**src/rtl/fdx_consts.svh**
```systemverilog
// Constants for the disk write, verify and format command engine.
// Operation
// - Write-deleted-data writes sectors like a normal write, with deleted mark.
// - Verify reads each sector, checks its CRC, passes no data to host.
// - Verify never ends on the external transfer-done input.
// - Implicit stop ends verify when sector count reaches zero; zero means 256.
// - Without implicit stop verify ends at final sector; host sets count FF.
// - Implicit stop with count or final sector out of range ends invalid.
// - Two-side mode continues verifying on side 1 after side 0 ends.
// - Format waits for an index pulse before writing anything.
// - Format fills data with fill byte; sizes from size, count, gap3.
// - Format writes count sectors, then gap bytes until the next index pulse, then ends; an earlier index pulse ends it after the current sector.
// - Double-density layout: index preamble, gap1, ID field, gap2 22, data.
// - ISO layout omits index preamble and starts with a 32-byte gap.
// - Perpendicular layout uses a 41-byte gap2.
// - Gap3 length is a programmable parameter, not a constant.
`ifndef FDX_CONSTS_SVH
`define FDX_CONSTS_SVH

// ----------------------------------------------------------------------
// Register byte offsets.
// ----------------------------------------------------------------------
`define FDX_OFF_CTRL 8'h00
`define FDX_OFF_ADDR 8'h04
`define FDX_OFF_PARM 8'h08
`define FDX_OFF_GEOM 8'h0C
`define FDX_OFF_DATA 8'h10
`define FDX_OFF_STAT 8'h14
`define FDX_OFF_MASK 8'h18

// ----------------------------------------------------------------------
// Status layout.
// ----------------------------------------------------------------------
`define FDX_EV_W 4
`define FDX_EV_DONE 0
`define FDX_EV_ERR 1
`define FDX_EV_DATA 2
`define FDX_EV_ID 3
`define FDX_FLAG_LSB 8

// ----------------------------------------------------------------------
// Track bytes.
// ----------------------------------------------------------------------
`define FDX_GAP_BYTE 8'h4E
`define FDX_SYNC_BYTE 8'h00
`define FDX_MARK_A1 8'hA1
`define FDX_MARK_C2 8'hC2
`define FDX_AM_INDEX 8'hFC
`define FDX_AM_ID 8'hFE
`define FDX_AM_DATA 8'hFB
`define FDX_AM_DEL 8'hF8

// ----------------------------------------------------------------------
// Field lengths in bytes.
// ----------------------------------------------------------------------
`define FDX_N_NONE 16'h0000
`define FDX_N_ONE 16'h0001
`define FDX_N_GAP4A 16'h0050
`define FDX_N_GAP_ISO 16'h0020
`define FDX_N_SYNC 16'h000C
`define FDX_N_MARK 16'h0003
`define FDX_N_GAP1 16'h0032
`define FDX_N_ID 16'h0004
`define FDX_N_CRC 16'h0002
`define FDX_N_GAP2 16'h0016
`define FDX_N_GAP2_PERP 16'h0029
`define FDX_N_TAIL 16'hFFFF
`define FDX_N_BASE_LEN 16'h0080
`define FDX_ID_LAST 16'h0006

// ----------------------------------------------------------------------
// Segment indices, counts and CRC.
// ----------------------------------------------------------------------
`define FDX_SEG_FIRST 5'h00
`define FDX_SEG_SECTOR 5'h05
`define FDX_SEG_GAP2 5'h0A
`define FDX_SEG_GAP3 5'h10
`define FDX_SEG_TAIL 5'h11
`define FDX_FULL_COUNT 9'h100
`define FDX_COUNT_ONE 9'h001
`define FDX_FIRST_SECTOR 8'h01
`define FDX_IDX_LIMIT 2'h1
`define FDX_CRC_INIT 16'hFFFF
`define FDX_CRC_POLY 16'h1021

`endif

```
**src/rtl/fdx_pkg.sv**
```systemverilog
// Types shared by the disk command engine and its helpers.
package fdx_pkg;
  typedef enum logic [1:0] {
    FDX_CMD_WRDEL, FDX_CMD_VERIFY, FDX_CMD_FORMAT, FDX_CMD_NONE
  } fdx_cmd_t;
  typedef enum logic [1:0] {
    FDX_LAY_DD, FDX_LAY_ISO, FDX_LAY_PERP, FDX_LAY_RSVD
  } fdx_layout_t;
  typedef enum logic [2:0] {
    FDX_K_FILL, FDX_K_MARK, FDX_K_BYTE, FDX_K_ID, FDX_K_DATA, FDX_K_CRC,
    FDX_K_TAIL
  } fdx_kind_t;
  typedef struct packed {
    fdx_kind_t kind;
    logic [7:0] value;
    logic [15:0] count;
  } fdx_seg_t;
  typedef struct packed {
    logic [7:0] c;
    logic [7:0] h;
    logic [7:0] r;
    logic [7:0] n;
  } fdx_id_t;
  typedef struct packed {
    fdx_layout_t layout;
    logic two_side;
    logic implicit_stop;
    logic start;
    fdx_cmd_t cmd;
  } fdx_ctrl_t;
endpackage : fdx_pkg
```
**src/rtl/fdx_crc16.sv**
```systemverilog
// Byte-wide CCITT CRC register with synchronous preset.
`include "fdx_consts.svh"
module fdx_crc16 (
  input wire logic clk,
  input wire logic rst,
  input wire logic init,
  input wire logic en,
  input wire logic [7:0] data,
  output logic [15:0] crc
);
  logic [15:0] next_crc;
  logic fb;

  // A preset and a feed in one cycle start from the preset value.
  always_comb begin
    next_crc = init ? `FDX_CRC_INIT : crc;
    fb = 1'b0;
    for (int i = 7; i >= 0; i--) begin
      fb = next_crc[15] ^ data[i];
      next_crc = {next_crc[14:0], 1'b0} ^ (fb ? `FDX_CRC_POLY : 16'h0000);
    end
  end

  always_ff @(posedge clk) begin
    if (rst) begin
      crc <= `FDX_CRC_INIT;
    end else if (en) begin
      crc <= next_crc;
    end else if (init) begin
      crc <= `FDX_CRC_INIT;
    end
  end
endmodule : fdx_crc16

```
**src/rtl/fdx_engine.sv**
```systemverilog
// Write-deleted, verify and format command engine with an APB slave.
//
// Local design decisions: the APB register port and the address map.
`include "fdx_consts.svh"
module fdx_engine
  import fdx_pkg::*;
(
  input wire logic CLK,
  input wire logic RST,
  input wire logic PSEL,
  input wire logic PENABLE,
  input wire logic PWRITE,
  input wire logic [7:0] PADDR,
  input wire logic [31:0] PWDATA,
  output logic [31:0] PRDATA,
  output logic PREADY,
  output logic PSLVERR,
  input wire logic INDEX_PULSE,
  input wire logic TRANSFER_DONE,
  input wire logic BYTE_TICK,
  input wire logic RD_VALID,
  input wire logic [7:0] RD_DATA,
  input wire logic RD_MARK,
  output logic WR_GATE,
  output logic [7:0] WR_DATA,
  output logic WR_MARK,
  output logic IRQ
);
  typedef enum logic [2:0] {
    ST_IDLE, ST_CHECK, ST_WAIT_IDX, ST_SEARCH, ST_READ, ST_EMIT
  } fdx_state_t;
  typedef enum logic [1:0] {P_HUNT, P_TYPE, P_ID, P_DATA} fdx_pstate_t;

  fdx_state_t state;
  fdx_pstate_t pstate;
  fdx_ctrl_t ctrl;
  fdx_id_t addr_reg;
  fdx_id_t cur;
  fdx_id_t rid;
  fdx_seg_t seg;
  logic [7:0] final_sector, sector_total, gap3_len, fill_byte;
  logic [7:0] sps, data_len, host_byte;
  logic host_full;
  logic [`FDX_EV_W-1:0] stat, mask, ev;
  logic ev_done, ev_err;
  logic invalid, crc_err, underrun, no_sector;
  logic [8:0] count, secs_left;
  logic [9:0] remaining;
  logic [4:0] seg_idx;
  logic [15:0] seg_cnt, p_cnt, data_bytes, data_last;
  logic [1:0] idx_cnt;
  logic idx_hit, td_seen, id_fin, data_fin;
  logic [15:0] wcrc, rcrc;
  logic acc, done_w, done_r, go, bad, match;
  logic emit, seg_last, seg_step, consume, adv, adv_end, fail, fin;
  logic [7:0] out_byte;
  logic [31:0] rdata;
  logic hit;

  // ----------------------------------------------------------------------
  // APB slave: one wait state, answer registered.
  // ----------------------------------------------------------------------
  assign acc = PSEL & PENABLE & ~PREADY;
  assign done_w = PSEL & PENABLE & PREADY & PWRITE;
  assign done_r = PSEL & PENABLE & PREADY & ~PWRITE;

  always_comb begin
    hit = 1'b1;
    rdata = '0;
    case (PADDR)
      `FDX_OFF_CTRL: rdata = {25'h000_0000, ctrl};
      `FDX_OFF_ADDR: rdata = addr_reg;
      `FDX_OFF_PARM: rdata = {fill_byte, gap3_len, sector_total, final_sector};
      `FDX_OFF_GEOM: rdata = {16'h0000, data_len, sps};
      `FDX_OFF_DATA: rdata = cur;
      `FDX_OFF_STAT: rdata = {20'h0_0000, no_sector, underrun, crc_err,
                              invalid, 4'h0, stat};
      `FDX_OFF_MASK: rdata = {28'h000_0000, mask};
      default: hit = 1'b0;
    endcase
  end

  always_ff @(posedge CLK) begin
    if (RST) begin
      PREADY <= 1'b0;
      PRDATA <= '0;
      PSLVERR <= 1'b0;
    end else begin
      PREADY <= acc;
      PRDATA <= (acc & ~PWRITE) ? rdata : '0;
      PSLVERR <= acc & ~hit;
    end
  end

  // Configuration registers written by software.
  always_ff @(posedge CLK) begin
    if (RST) begin
      ctrl <= '0;
      addr_reg <= '0;
      final_sector <= '0;
      sector_total <= '0;
      gap3_len <= '0;
      fill_byte <= '0;
      sps <= '0;
      data_len <= '0;
      mask <= '0;
    end else if (done_w) begin
      case (PADDR)
        `FDX_OFF_CTRL: ctrl <= fdx_ctrl_t'(PWDATA[6:0]);
        `FDX_OFF_ADDR: addr_reg <= PWDATA;
        `FDX_OFF_PARM: {fill_byte, gap3_len, sector_total, final_sector}
                         <= PWDATA;
        `FDX_OFF_GEOM: {data_len, sps} <= PWDATA[15:0];
        `FDX_OFF_MASK: mask <= PWDATA[`FDX_EV_W-1:0];
        default: ;
      endcase
    end else begin
      ctrl.start <= 1'b0;
    end
  end

  // Host data holding byte; a new write in the consuming cycle is kept.
  always_ff @(posedge CLK) begin
    if (RST) begin
      host_byte <= '0;
      host_full <= 1'b0;
    end else if (done_w && PADDR == `FDX_OFF_DATA) begin
      host_byte <= PWDATA[7:0];
      host_full <= 1'b1;
    end else if (consume) begin
      host_full <= 1'b0;
    end
  end

  // ----------------------------------------------------------------------
  // Sticky status and interrupt.
  // ----------------------------------------------------------------------
  // Only bits already returned to software are cleared, so an event that
  // lands between the data capture and the clear is kept.
  assign ev = {id_evt(),
               consume, ev_err, ev_done};

  function automatic logic id_evt();
    id_evt = emit && seg.kind == FDX_K_ID && seg_last;
  endfunction : id_evt

  always_ff @(posedge CLK) begin
    if (RST) begin
      stat <= '0;
      IRQ <= 1'b0;
    end else begin
      stat <= (stat & ~((done_r && PADDR == `FDX_OFF_STAT) ?
                         PRDATA[`FDX_EV_W-1:0] : '0)) | ev;
      IRQ <= |(stat & mask);
    end
  end

  // ----------------------------------------------------------------------
  // Read stream parser.
  // ----------------------------------------------------------------------
  assign data_bytes = `FDX_N_BASE_LEN << cur.n[2:0];
  assign data_last = data_bytes + `FDX_N_CRC;

  fdx_crc16 u_rcrc (
    .clk(CLK),
    .rst(RST),
    .init(pstate == P_HUNT),
    .en(RD_VALID),
    .data(RD_DATA),
    .crc(rcrc)
  );

  always_ff @(posedge CLK) begin
    if (RST) begin
      pstate <= P_HUNT;
      p_cnt <= '0;
      rid <= '0;
      id_fin <= 1'b0;
      data_fin <= 1'b0;
    end else begin
      id_fin <= 1'b0;
      data_fin <= 1'b0;
      if (RD_VALID) begin
        p_cnt <= p_cnt + `FDX_N_ONE;
        if (RD_MARK) begin
          pstate <= P_TYPE;
          p_cnt <= '0;
        end else begin
          unique case (pstate)
            P_HUNT: ;
            P_TYPE: begin
              if (RD_DATA == `FDX_AM_ID) begin
                pstate <= P_ID;
              end else if (RD_DATA == `FDX_AM_DATA ||
                           RD_DATA == `FDX_AM_DEL) begin
                pstate <= P_DATA;
              end else begin
                pstate <= P_HUNT;
              end
            end
            P_ID: begin
              if (p_cnt <= `FDX_N_ID) begin
                rid <= {rid[23:0], RD_DATA};
              end
              if (p_cnt == `FDX_ID_LAST) begin
                pstate <= P_HUNT;
                id_fin <= 1'b1;
              end
            end
            P_DATA: begin
              // Data bytes only feed the CRC; nothing reaches the host.
              if (p_cnt == data_last) begin
                pstate <= P_HUNT;
                data_fin <= 1'b1;
              end
            end
          endcase
        end
      end
    end
  end

  // ----------------------------------------------------------------------
  // Write stream generator.
  // ----------------------------------------------------------------------
  fdx_layout u_layout (
    .idx(seg_idx),
    .layout(ctrl.layout),
    .deleted(ctrl.cmd == FDX_CMD_WRDEL),
    .gap3_len(gap3_len),
    .data_bytes(data_bytes),
    .seg(seg)
  );

  fdx_crc16 u_wcrc (
    .clk(CLK),
    .rst(RST),
    .init(seg.kind == FDX_K_FILL),
    .en(emit && seg.kind inside {FDX_K_MARK, FDX_K_BYTE, FDX_K_ID,
                                 FDX_K_DATA}),
    .data(out_byte),
    .crc(wcrc)
  );

  always_comb begin
    emit = (state == ST_EMIT) && BYTE_TICK && (seg.count != `FDX_N_NONE);
    seg_last = (seg_cnt == seg.count - `FDX_N_ONE);
    seg_step = (state == ST_EMIT) && (seg.kind != FDX_K_TAIL) &&
               ((seg.count == `FDX_N_NONE) || (emit && seg_last));
    consume = emit && seg.kind == FDX_K_DATA &&
              ctrl.cmd == FDX_CMD_WRDEL && !td_seen;
    unique case (seg.kind)
      FDX_K_ID: out_byte = addr_reg[8*(3-seg_cnt[1:0]) +: 8];
      FDX_K_DATA: begin
        if (ctrl.cmd == FDX_CMD_FORMAT) begin
          out_byte = fill_byte;
        end else begin
          // Underrun or transfer end pads the field with zeros.
          out_byte = (host_full && !td_seen) ? host_byte : 8'h00;
        end
      end
      FDX_K_CRC: out_byte = seg_cnt[0] ? wcrc[7:0] : wcrc[15:8];
      default: out_byte = seg.value;
    endcase
  end

  always_ff @(posedge CLK) begin
    if (RST) begin
      WR_GATE <= 1'b0;
      WR_DATA <= '0;
      WR_MARK <= 1'b0;
    end else if (emit) begin
      WR_DATA <= out_byte;
      WR_MARK <= (seg.kind == FDX_K_MARK);
      // A write lets gap2 pass under the head before it turns on.
      WR_GATE <= !(ctrl.cmd == FDX_CMD_WRDEL && seg_idx == `FDX_SEG_GAP2);
    end else if (BYTE_TICK) begin
      WR_GATE <= 1'b0;
      WR_MARK <= 1'b0;
    end
  end

  // ----------------------------------------------------------------------
  // Command sequencing.
  // ----------------------------------------------------------------------
  always_comb begin
    go = ctrl.start && state == ST_IDLE && ctrl.cmd != FDX_CMD_NONE;
    match = (rid == cur);
    remaining = 10'({2'b00, sps} - {2'b00, cur.r} + 10'h001 +
                ((ctrl.two_side && !cur.h[0]) ? {2'b00, sps} : 10'h000));
    bad = (final_sector > sps) ||
          (ctrl.implicit_stop && {1'b0, count} > remaining);
    adv = (state == ST_READ && data_fin && rcrc == `FDX_N_NONE) ||
          (seg_step && seg_idx == `FDX_SEG_GAP3 &&
           ctrl.cmd == FDX_CMD_WRDEL);
    adv_end = (ctrl.cmd == FDX_CMD_VERIFY && ctrl.implicit_stop &&
               count == `FDX_COUNT_ONE) ||
              (ctrl.cmd == FDX_CMD_WRDEL && td_seen) ||
              (cur.r == final_sector &&
               !(ctrl.two_side && !cur.h[0]));
    fail = (state == ST_CHECK && bad) ||
           (state == ST_SEARCH && INDEX_PULSE && idx_cnt == `FDX_IDX_LIMIT) ||
           (state == ST_READ && data_fin && rcrc != `FDX_N_NONE);
    fin = fail || (adv && adv_end) ||
          (state == ST_EMIT && seg.kind == FDX_K_TAIL &&
           (INDEX_PULSE || idx_hit));
  end

  always_ff @(posedge CLK) begin
    if (RST) begin
      state <= ST_IDLE;
      cur <= '0;
      count <= '0;
      secs_left <= '0;
      seg_idx <= `FDX_SEG_FIRST;
      seg_cnt <= '0;
      idx_cnt <= '0;
      idx_hit <= 1'b0;
      td_seen <= 1'b0;
      ev_done <= 1'b0;
      ev_err <= 1'b0;
      invalid <= 1'b0;
      crc_err <= 1'b0;
      underrun <= 1'b0;
      no_sector <= 1'b0;
    end else begin
      ev_done <= fin;
      ev_err <= fail;
      if (emit) begin
        seg_cnt <= seg_cnt + `FDX_N_ONE;
      end
      if (consume && !host_full) begin
        underrun <= 1'b1;
      end
      // Verify has no host transfer, so only a write watches this input.
      if (ctrl.cmd == FDX_CMD_WRDEL && TRANSFER_DONE && state != ST_IDLE) begin
        td_seen <= 1'b1;
      end
      if (state == ST_EMIT && INDEX_PULSE) begin
        idx_hit <= 1'b1;
      end
      if (seg_step) begin
        seg_cnt <= '0;
        seg_idx <= seg_idx + 5'h01;
        if (seg_idx == `FDX_SEG_GAP3 && ctrl.cmd == FDX_CMD_FORMAT) begin
          secs_left <= secs_left - `FDX_COUNT_ONE;
          seg_idx <= (secs_left == `FDX_COUNT_ONE || idx_hit) ?
                     `FDX_SEG_TAIL : `FDX_SEG_SECTOR;
        end
      end
      unique case (state)
        ST_IDLE: begin
          if (go) begin
            cur <= addr_reg;
            count <= (sector_total == 8'h00) ? `FDX_FULL_COUNT :
                     {1'b0, sector_total};
            idx_cnt <= '0;
            idx_hit <= 1'b0;
            td_seen <= 1'b0;
            invalid <= 1'b0;
            crc_err <= 1'b0;
            underrun <= 1'b0;
            no_sector <= 1'b0;
            unique case (ctrl.cmd)
              FDX_CMD_VERIFY: state <= ST_CHECK;
              FDX_CMD_FORMAT: state <= ST_WAIT_IDX;
              default: state <= ST_SEARCH;
            endcase
          end
        end
        ST_CHECK: begin
          if (bad) begin
            invalid <= 1'b1;
          end
          state <= bad ? ST_IDLE : ST_SEARCH;
        end
        ST_WAIT_IDX: begin
          if (INDEX_PULSE) begin
            state <= ST_EMIT;
            seg_idx <= `FDX_SEG_FIRST;
            seg_cnt <= '0;
            secs_left <= count;
          end
        end
        ST_SEARCH: begin
          if (INDEX_PULSE) begin
            idx_cnt <= idx_cnt + 2'h1;
            no_sector <= (idx_cnt == `FDX_IDX_LIMIT);
          end
          if (id_fin && rcrc == `FDX_N_NONE && match) begin
            idx_cnt <= '0;
            if (ctrl.cmd == FDX_CMD_VERIFY) begin
              state <= ST_READ;
            end else begin
              state <= ST_EMIT;
              seg_idx <= `FDX_SEG_GAP2;
              seg_cnt <= '0;
            end
          end
        end
        ST_READ: begin
          if (data_fin && rcrc != `FDX_N_NONE) begin
            crc_err <= 1'b1;
          end
        end
        ST_EMIT: ;
        default: ;
      endcase
      if (adv && !adv_end) begin
        state <= ST_SEARCH;
        count <= count - `FDX_COUNT_ONE;
        if (cur.r == final_sector) begin
          cur.h[0] <= 1'b1;
          cur.r <= `FDX_FIRST_SECTOR;
        end else begin
          cur.r <= cur.r + 8'h01;
        end
      end
      if (fin) begin
        state <= ST_IDLE;
      end
    end
  end
endmodule : fdx_engine

```
**src/rtl/fdx_layout.sv**
```systemverilog
// Track layout table: one segment of bytes per index.
`include "fdx_consts.svh"
module fdx_layout
  import fdx_pkg::*;
(
  input wire logic [4:0] idx,
  input wire fdx_layout_t layout,
  input wire logic deleted,
  input wire logic [7:0] gap3_len,
  input wire logic [15:0] data_bytes,
  output fdx_seg_t seg
);
  logic iso;
  logic perp;

  always_comb begin
    iso = (layout == FDX_LAY_ISO);
    perp = (layout == FDX_LAY_PERP);
    case (idx)
      5'h00: seg = '{FDX_K_FILL, `FDX_GAP_BYTE,
                     iso ? `FDX_N_GAP_ISO : `FDX_N_GAP4A};
      5'h01: seg = '{FDX_K_FILL, `FDX_SYNC_BYTE,
                     iso ? `FDX_N_NONE : `FDX_N_SYNC};
      5'h02: seg = '{FDX_K_MARK, `FDX_MARK_C2,
                     iso ? `FDX_N_NONE : `FDX_N_MARK};
      5'h03: seg = '{FDX_K_BYTE, `FDX_AM_INDEX,
                     iso ? `FDX_N_NONE : `FDX_N_ONE};
      5'h04: seg = '{FDX_K_FILL, `FDX_GAP_BYTE,
                     iso ? `FDX_N_NONE : `FDX_N_GAP1};
      5'h05: seg = '{FDX_K_FILL, `FDX_SYNC_BYTE, `FDX_N_SYNC};
      5'h06: seg = '{FDX_K_MARK, `FDX_MARK_A1, `FDX_N_MARK};
      5'h07: seg = '{FDX_K_BYTE, `FDX_AM_ID, `FDX_N_ONE};
      5'h08: seg = '{FDX_K_ID, `FDX_SYNC_BYTE, `FDX_N_ID};
      5'h09: seg = '{FDX_K_CRC, `FDX_SYNC_BYTE, `FDX_N_CRC};
      5'h0A: seg = '{FDX_K_FILL, `FDX_GAP_BYTE,
                     perp ? `FDX_N_GAP2_PERP : `FDX_N_GAP2};
      5'h0B: seg = '{FDX_K_FILL, `FDX_SYNC_BYTE, `FDX_N_SYNC};
      5'h0C: seg = '{FDX_K_MARK, `FDX_MARK_A1, `FDX_N_MARK};
      5'h0D: seg = '{FDX_K_BYTE, deleted ? `FDX_AM_DEL : `FDX_AM_DATA,
                     `FDX_N_ONE};
      5'h0E: seg = '{FDX_K_DATA, `FDX_SYNC_BYTE, data_bytes};
      5'h0F: seg = '{FDX_K_CRC, `FDX_SYNC_BYTE, `FDX_N_CRC};
      5'h10: seg = '{FDX_K_FILL, `FDX_GAP_BYTE, {8'h00, gap3_len}};
      default: seg = '{FDX_K_TAIL, `FDX_GAP_BYTE, `FDX_N_TAIL};
    endcase
  end
endmodule : fdx_layout

```
**config.mk**
```make
export PLATFORM = sky130hd
export DESIGN_NAME = fdx_engine
export DESIGN_NICKNAME = d
export VERILOG_FILES = /design/src/rtl/fdx_pkg.sv /design/src/rtl/fdx_crc16.sv /design/src/rtl/fdx_engine.sv /design/src/rtl/fdx_layout.sv
export VERILOG_INCLUDE_DIRS = /design/src /design/src/rtl
export SDC_FILE = /design/constraint.sdc
export NUM_CORES = 1
export LEC_CHECK = 0
export BUFFER_PORTS_ARGS = -buffer_cell sky130_fd_sc_hd__buf_4
export CORE_MARGIN = 2
export CORE_UTILIZATION = 58
export DETAILED_ROUTE_END_ITERATION = 7
export GPL_ROUTABILITY_DRIVEN = 0
export HOLD_SLACK_MARGIN = 0.1
export PLACE_DENSITY = 0.83
export RECOVER_POWER = 25
export SKIP_LAST_GASP = 1
export SLEW_MARGIN = 20
export SYNTH_ARGS = -nofsm -noshare
export SYNTH_HDL_FRONTEND = slang
export SYNTH_SLANG_ARGS = --single-unit
```
**constraint.sdc**
```tcl
create_clock -name CLK -period 7.5 [get_ports CLK]
set_input_delay 0.375 -clock CLK [delete_from_list [all_inputs] [get_ports CLK]]
set_output_delay 0.375 -clock CLK [all_outputs]
set_load 0.005 [all_outputs]
```
## Word level (Yosys, flattened, before mapping)

Cells that the tools add are included.

| operators by class | value |
|---|---|
| $mul | 0 |
| equality and inequality tests | 65 |
| multiplexer cells | 104 |
| reduce and logical (&&, ||, !) cells | 110 |
| div/mod/pow operators | 0 |
| $lt $le $gt $ge | 3 |
| bitwise logic cells | 52 |
| add/sub/neg operators | 13 |
| shift operators | 2 |

Operator list:

| operator | number |
|---|---|
| $pmux W27 S14 | 1 |
| $xor A16 B16 Y16 | 16 |
| $pmux W32 S7 | 1 |
| $mux W13 | 16 |
| $mux W16 | 10 |
| $mux W9 | 9 |
| $logic_and A1 B1 Y1 | 43 |
| $eq A5 B4 Y1 const B | 8 |
| $mux W8 | 5 |
| $mux W17 | 2 |
| $shiftx A32 B33 Y8 | 1 |
| $add A16 B1 Y16 const B | 2 |
| $eq A16 B16 Y1 | 2 |
| $eq A32 B32 Y1 | 1 |
| $logic_not A16 Y1 | 2 |
| $pmux W16 S2 | 1 |
| $reduce_bool A16 Y1 | 2 |
| $mux W5 | 6 |
| $eq A8 B5 Y1 const B | 3 |
| $eq A8 B8 Y1 const B | 3 |
| $mux W1 | 24 |
| $mux W2 | 12 |
| $pmux W8 S3 | 1 |
| $eq A5 B3 Y1 const B | 4 |
| other kinds (64) | 174 |

| word-level totals | value |
|---|---|
| bits in registers | 317 |
| bits in read-only memories | 0 |
| word-level logic and storage cells | 405 |
| memories kept | 0 |
| output and inout bits | 45 |
| latch bits | 0 |
| bits in writable memories | 0 |

## Logic depth before layout (Yosys ltp)

| logic depth | value |
|---|---|
| depth after elaboration | 30 |
| gate-level depth with buffers | 25 |
| depth with buffers taken out | 23 |

## Cells and area by module

A second synthesis with hierarchy kept.

| second synthesis, totals | value |
|---|---|
| cells, all modules | 2224 |
| area total of the unflattened synthesis | 17720.7 µm² |

By module, submodules not included:

| module | seq. area each (µm²) | instances | area each (µm²) | cells an instance |
|---|---|---|---|---|
| fdx_engine | 5705.5 | 1 | 14839.2 | 1833 |
| fdx_crc16 | 320.3 | 2 | 1102.3 | 138 |
| fdx_layout | 0.0 | 1 | 676.9 | 115 |

## Least setup slack after synthesis

Ideal clock, no wire load.

| timing | value |
|---|---|
| path type | register -> register |
| from | reg seg_idx[3] |
| to | reg secs_left[2] |
| required time | 7.414 ns |
| data arrival time | 4.785 ns |
| slack | 2.629 ns |
| period minus slack after synthesis | 4.871 ns |
| cell stages (with the launch flop) | 23 |
| setup time | 0.086 ns |
| cells stage by stage | dfxtp_1 buf_6 buf_6 buf_2 and3_1 ha_1 inv_1 o21ai_2 a211oi_1 buf_2 clkbuf_1 nor2_1 ha_1 and2_1 and3_1 o211a_1 or4_4 nor4_4 and4b_4 o21ai_4 or3_4 xor2_1 a211oi_1 |

| on the way | value |
|---|---|
| longest elaborated chain between the ends | 11 |
| elaborated cells between the ends (all ways) | 36 |

RTL lines:

| what | line | text |
|---|---|---|
| start, declared | fdx_engine.sv:49 | `logic [4:0] seg_idx;` |
| start signal, assigned | fdx_engine.sv:315 | `` seg_idx <= `FDX_SEG_FIRST; `` |
| start signal, assigned | fdx_engine.sv:344 | `seg_idx <= seg_idx + 5'h01;` |
| start signal, assigned | fdx_engine.sv:347 | `` seg_idx <= (secs_left == `FDX_COUNT_ONE \|\| idx_hit) ? `` |
| $eq A5 B4 Y1 / $eq A5 B3 Y1 (equally long branches) | fdx_layout.sv:19 | `case (idx)` |
| $reduce_or A2 Y1 (no line) | n/a |  |
| $pmux W27 S14 | fdx_layout.sv:19 |  |
| $sub A16 B1 Y16 (no line) / $reduce_bool A16 Y1 (equally long branches) | n/a |  |
| $eq A16 B16 Y1 (no line) / $logic_and A1 B1 Y1 (equally long branches) | n/a |  |
| $logic_and A1 B1 Y1 | fdx_engine.sv:249 | `` ((seg.count == `FDX_N_NONE) \|\| (emit && seg_last)); `` |
| $logic_or A1 B1 Y1 | fdx_engine.sv:249 |  |
| $logic_and A1 B1 Y1 | fdx_engine.sv:248 | `seg_step = (state == ST_EMIT) && (seg.kind != FDX_K_TAIL) &&` |
| $mux W9 (*) | fdx_engine.sv:342 | `if (seg_step) begin` |
| $mux W9 | fdx_engine.sv:378 | `if (INDEX_PULSE) begin` |
| $mux W9 (*) | fdx_engine.sv:351 | `unique case (state)` |
| end signal, assigned | fdx_engine.sv:346 | `` secs_left <= secs_left - `FDX_COUNT_ONE; `` |
| end signal, assigned | fdx_engine.sv:382 | `secs_left <= count;` |
| end, declared | fdx_engine.sv:47 | `logic [8:0] count, secs_left;` |

Mark *: on every way between the ends. The rest lies on a longest branch, timed or not.
A chain may end at the register's enable or synchronous reset.

==> metrics.cfg <==
[final_layout]
most-common-layout-cells=nand2_1 (404), dfxtp_1 (315), nor2_1 (216)
synthToLayoutAreaGrowth_pct=11.1
diodes=0
fillCellCount=2454
drive_above_1_share=0.102
final_util=0.658
final_common_cell=nand2_1
nets=2356

[sta]
relSlewSlack=-1.71
fin_tns_setup_ns=0
fmax_mhz=175
rsz0062_at_grt=no
min_period_over_period=0.763
hold_viol_final=0
setup_viol=0
period_minus_slack_ns=5.72
fin_skew_ns=0.0254
tightest_slew_ns=4.06
final_max_slew_viol_count=224

[cts]
clockBufferDepth=3
cts_tree=built
ctsHoldBuffers=12
cts_setup_buffers=0
cts_resized=0
numCtsBuffers=34
clkTransAtPathRegs_ns=0.06
root_buffer=clkbuf_16
htreeDepth=2
cts_num_sinks=317
worstSkewPairLatency_ns=0.54

[routing]
num_vias=17200
firstDrtPassIters=8
m1WireLength_um=21100
highest_layer=met4
drt_wl_total_um=54800
wl_met3_um=6980
drt_iter0_markers=2761
dr_wl_met2_um=23700
final_antenna_net_count=0
viasPerCell=6.47
wl_per_cell_um=20.7
drc=5

[pwr]
peakVddDrop_mv=0.163
p_leak_nw=7.07
p_per_area_nw_per_um2=179

[synthesis]
synth_top_family_by_area=simple AND/OR/NAND/NOR gates
synth_cell_types=91
synth-compound-area-share=0.174
synth-simple-area-share=0.252
synthMuxAreaShare=0.0508
synth_area_per_cell_um2=7.91
yosysWarnings=0
syn_area_um2=17600
seq_area_frac_synth=0.360
synth-xor-area-share=0.0759
synth_ff_type=dfxtp_1
ys_async_sr_fraction=0
syn_nets=2344
synthAdderAreaFrac=0.0398
postSynthCellCount=2231
synth_edf_count=0
ys_seq_elements=317

[place]
numPortBuffers=102
dp_hpwl_um=38500

[global_route]
grt_max_degree=88
grt_pass1_wl_um=86000
grtUsageTotal=0.340
antenna_found_initial=2
globalRouteOverflowTotal=0
grt_pass1_vias=16100

[floorplanning]
fp.dieArea_um2=31800
pin_count=103
core.rowCount=63
fp.dieW_um=178
start_util=0.592
floorplan.die.height_um=178
core_um2=29800

[status]
violations=design-rule violations, max-capacitance violations, max-slew violations
outcome=complete, but fails checks

[hold_path]
hold_path.class=in2reg
worstHoldPathCells=3

[critical_path]
cp-end-kind=register
path_class=in2reg
crit_fanout=87
reg2reg_depth=19
r2r_slack_ns=1.97
cp-start-kind=input port
cp.required_ns=7.77
cp.arrival_ns=5.99

[job]
cap_violations=3

## critical path, stage by stage
cell,delay (ns)
clkbuf_1,1.83
clkbuf_1,2.97
nor2_1,0.32
a22oi_1,0.35
o31ai_1,0.10
## worst paths after layout
kind,start,endpoint
setup / recovery,RST,count[1]
hold reg to reg,ev_err,stat[1]
hold / removal,PWDATA[13],sector_total[5]
setup reg to reg,seg_idx[4],count[0]
## synthesized netlist by cell type (all sizes together), types with 20 or more instances
library cell / number / share of area
a222oi: 20 / 0.011
mux2i: 57 / 0.032
nor2: 217 / 0.047
nor3: 36 / 0.010
xnor2: 76 / 0.038
nand3: 64 / 0.018
a21oi: 210 / 0.060
a22oi: 25 / 0.011
buf: 31 / 0.010
nor4: 39 / 0.017
nand2: 405 / 0.086
o21ai: 52 / 0.016
and3: 23 / 0.0082
inv: 57 / 0.012
ha: 53 / 0.038
a31oi: 22 / 0.0078
nand4: 28 / 0.011
nand2b: 23 / 0.0082
xor2: 77 / 0.038
clkbuf: 125 / 0.027
dfxtp: 317 / 0.36
## layer usage
metal	up-vias	global-route usage
li1	7842	-
met5	-	0
met2	1149	0.523
met1	7944	0.446
met4	0	0.167
met3	225	0.0814
## power breakdown
| group | switching (mW) | internal (mW) |
|---|---|---|
| Sequential | 0.0102 | 1.69 |
| Combinational | 0.0867 | 0.0532 |
| Clock | 0.725 | 0.939 |
| Total | 0.822 | 2.68 |
## logic make-up (layout without fill, tap and decap cells)
kind of cell | after synthesis | in the layout
muxes | 78 | 78
DFF | 317 | 317
AOI/OAI and AO/OA | 474 | 474
adders and majority gates | 55 | 55
and+or+nand+nor | 941 | 941
xor gates and xnor gates | 153 | 153
buffers and inverters | 213 | 246
## cell type report
cell class | count | area (um2) | share of cell area
Timing Repair Buffer | 132 | 995 | 0.0508
Multi-Input combinational cell | 1701 | 10500 | 0.534
Clock buffer | 47 | 960 | 0.0490
Tap cell | 390 | 488 | 0.0249
Clock inverter | 10 | 121 | 0.00619
Sequential cell | 317 | 6350 | 0.324
Inverter | 57 | 214 | 0.0109
## per-stage QoR
step                      std cells  hold WS, ns  total power, mW  setup slack (ns)  area (um2)
after floorplan                2231        0.413             1.81              2.63       17600
after global placement         2585        0.428             1.87              2.43       18400
after detailed placement       2585        0.437             1.87              2.21       18400
after CTS                      2654        0.101             3.50              2.18       19600
after global routing           2654        0.107             3.58              1.58       19600
final                          2654       0.0989             3.51              1.78       19600
(Power assumes the default switching activity.)
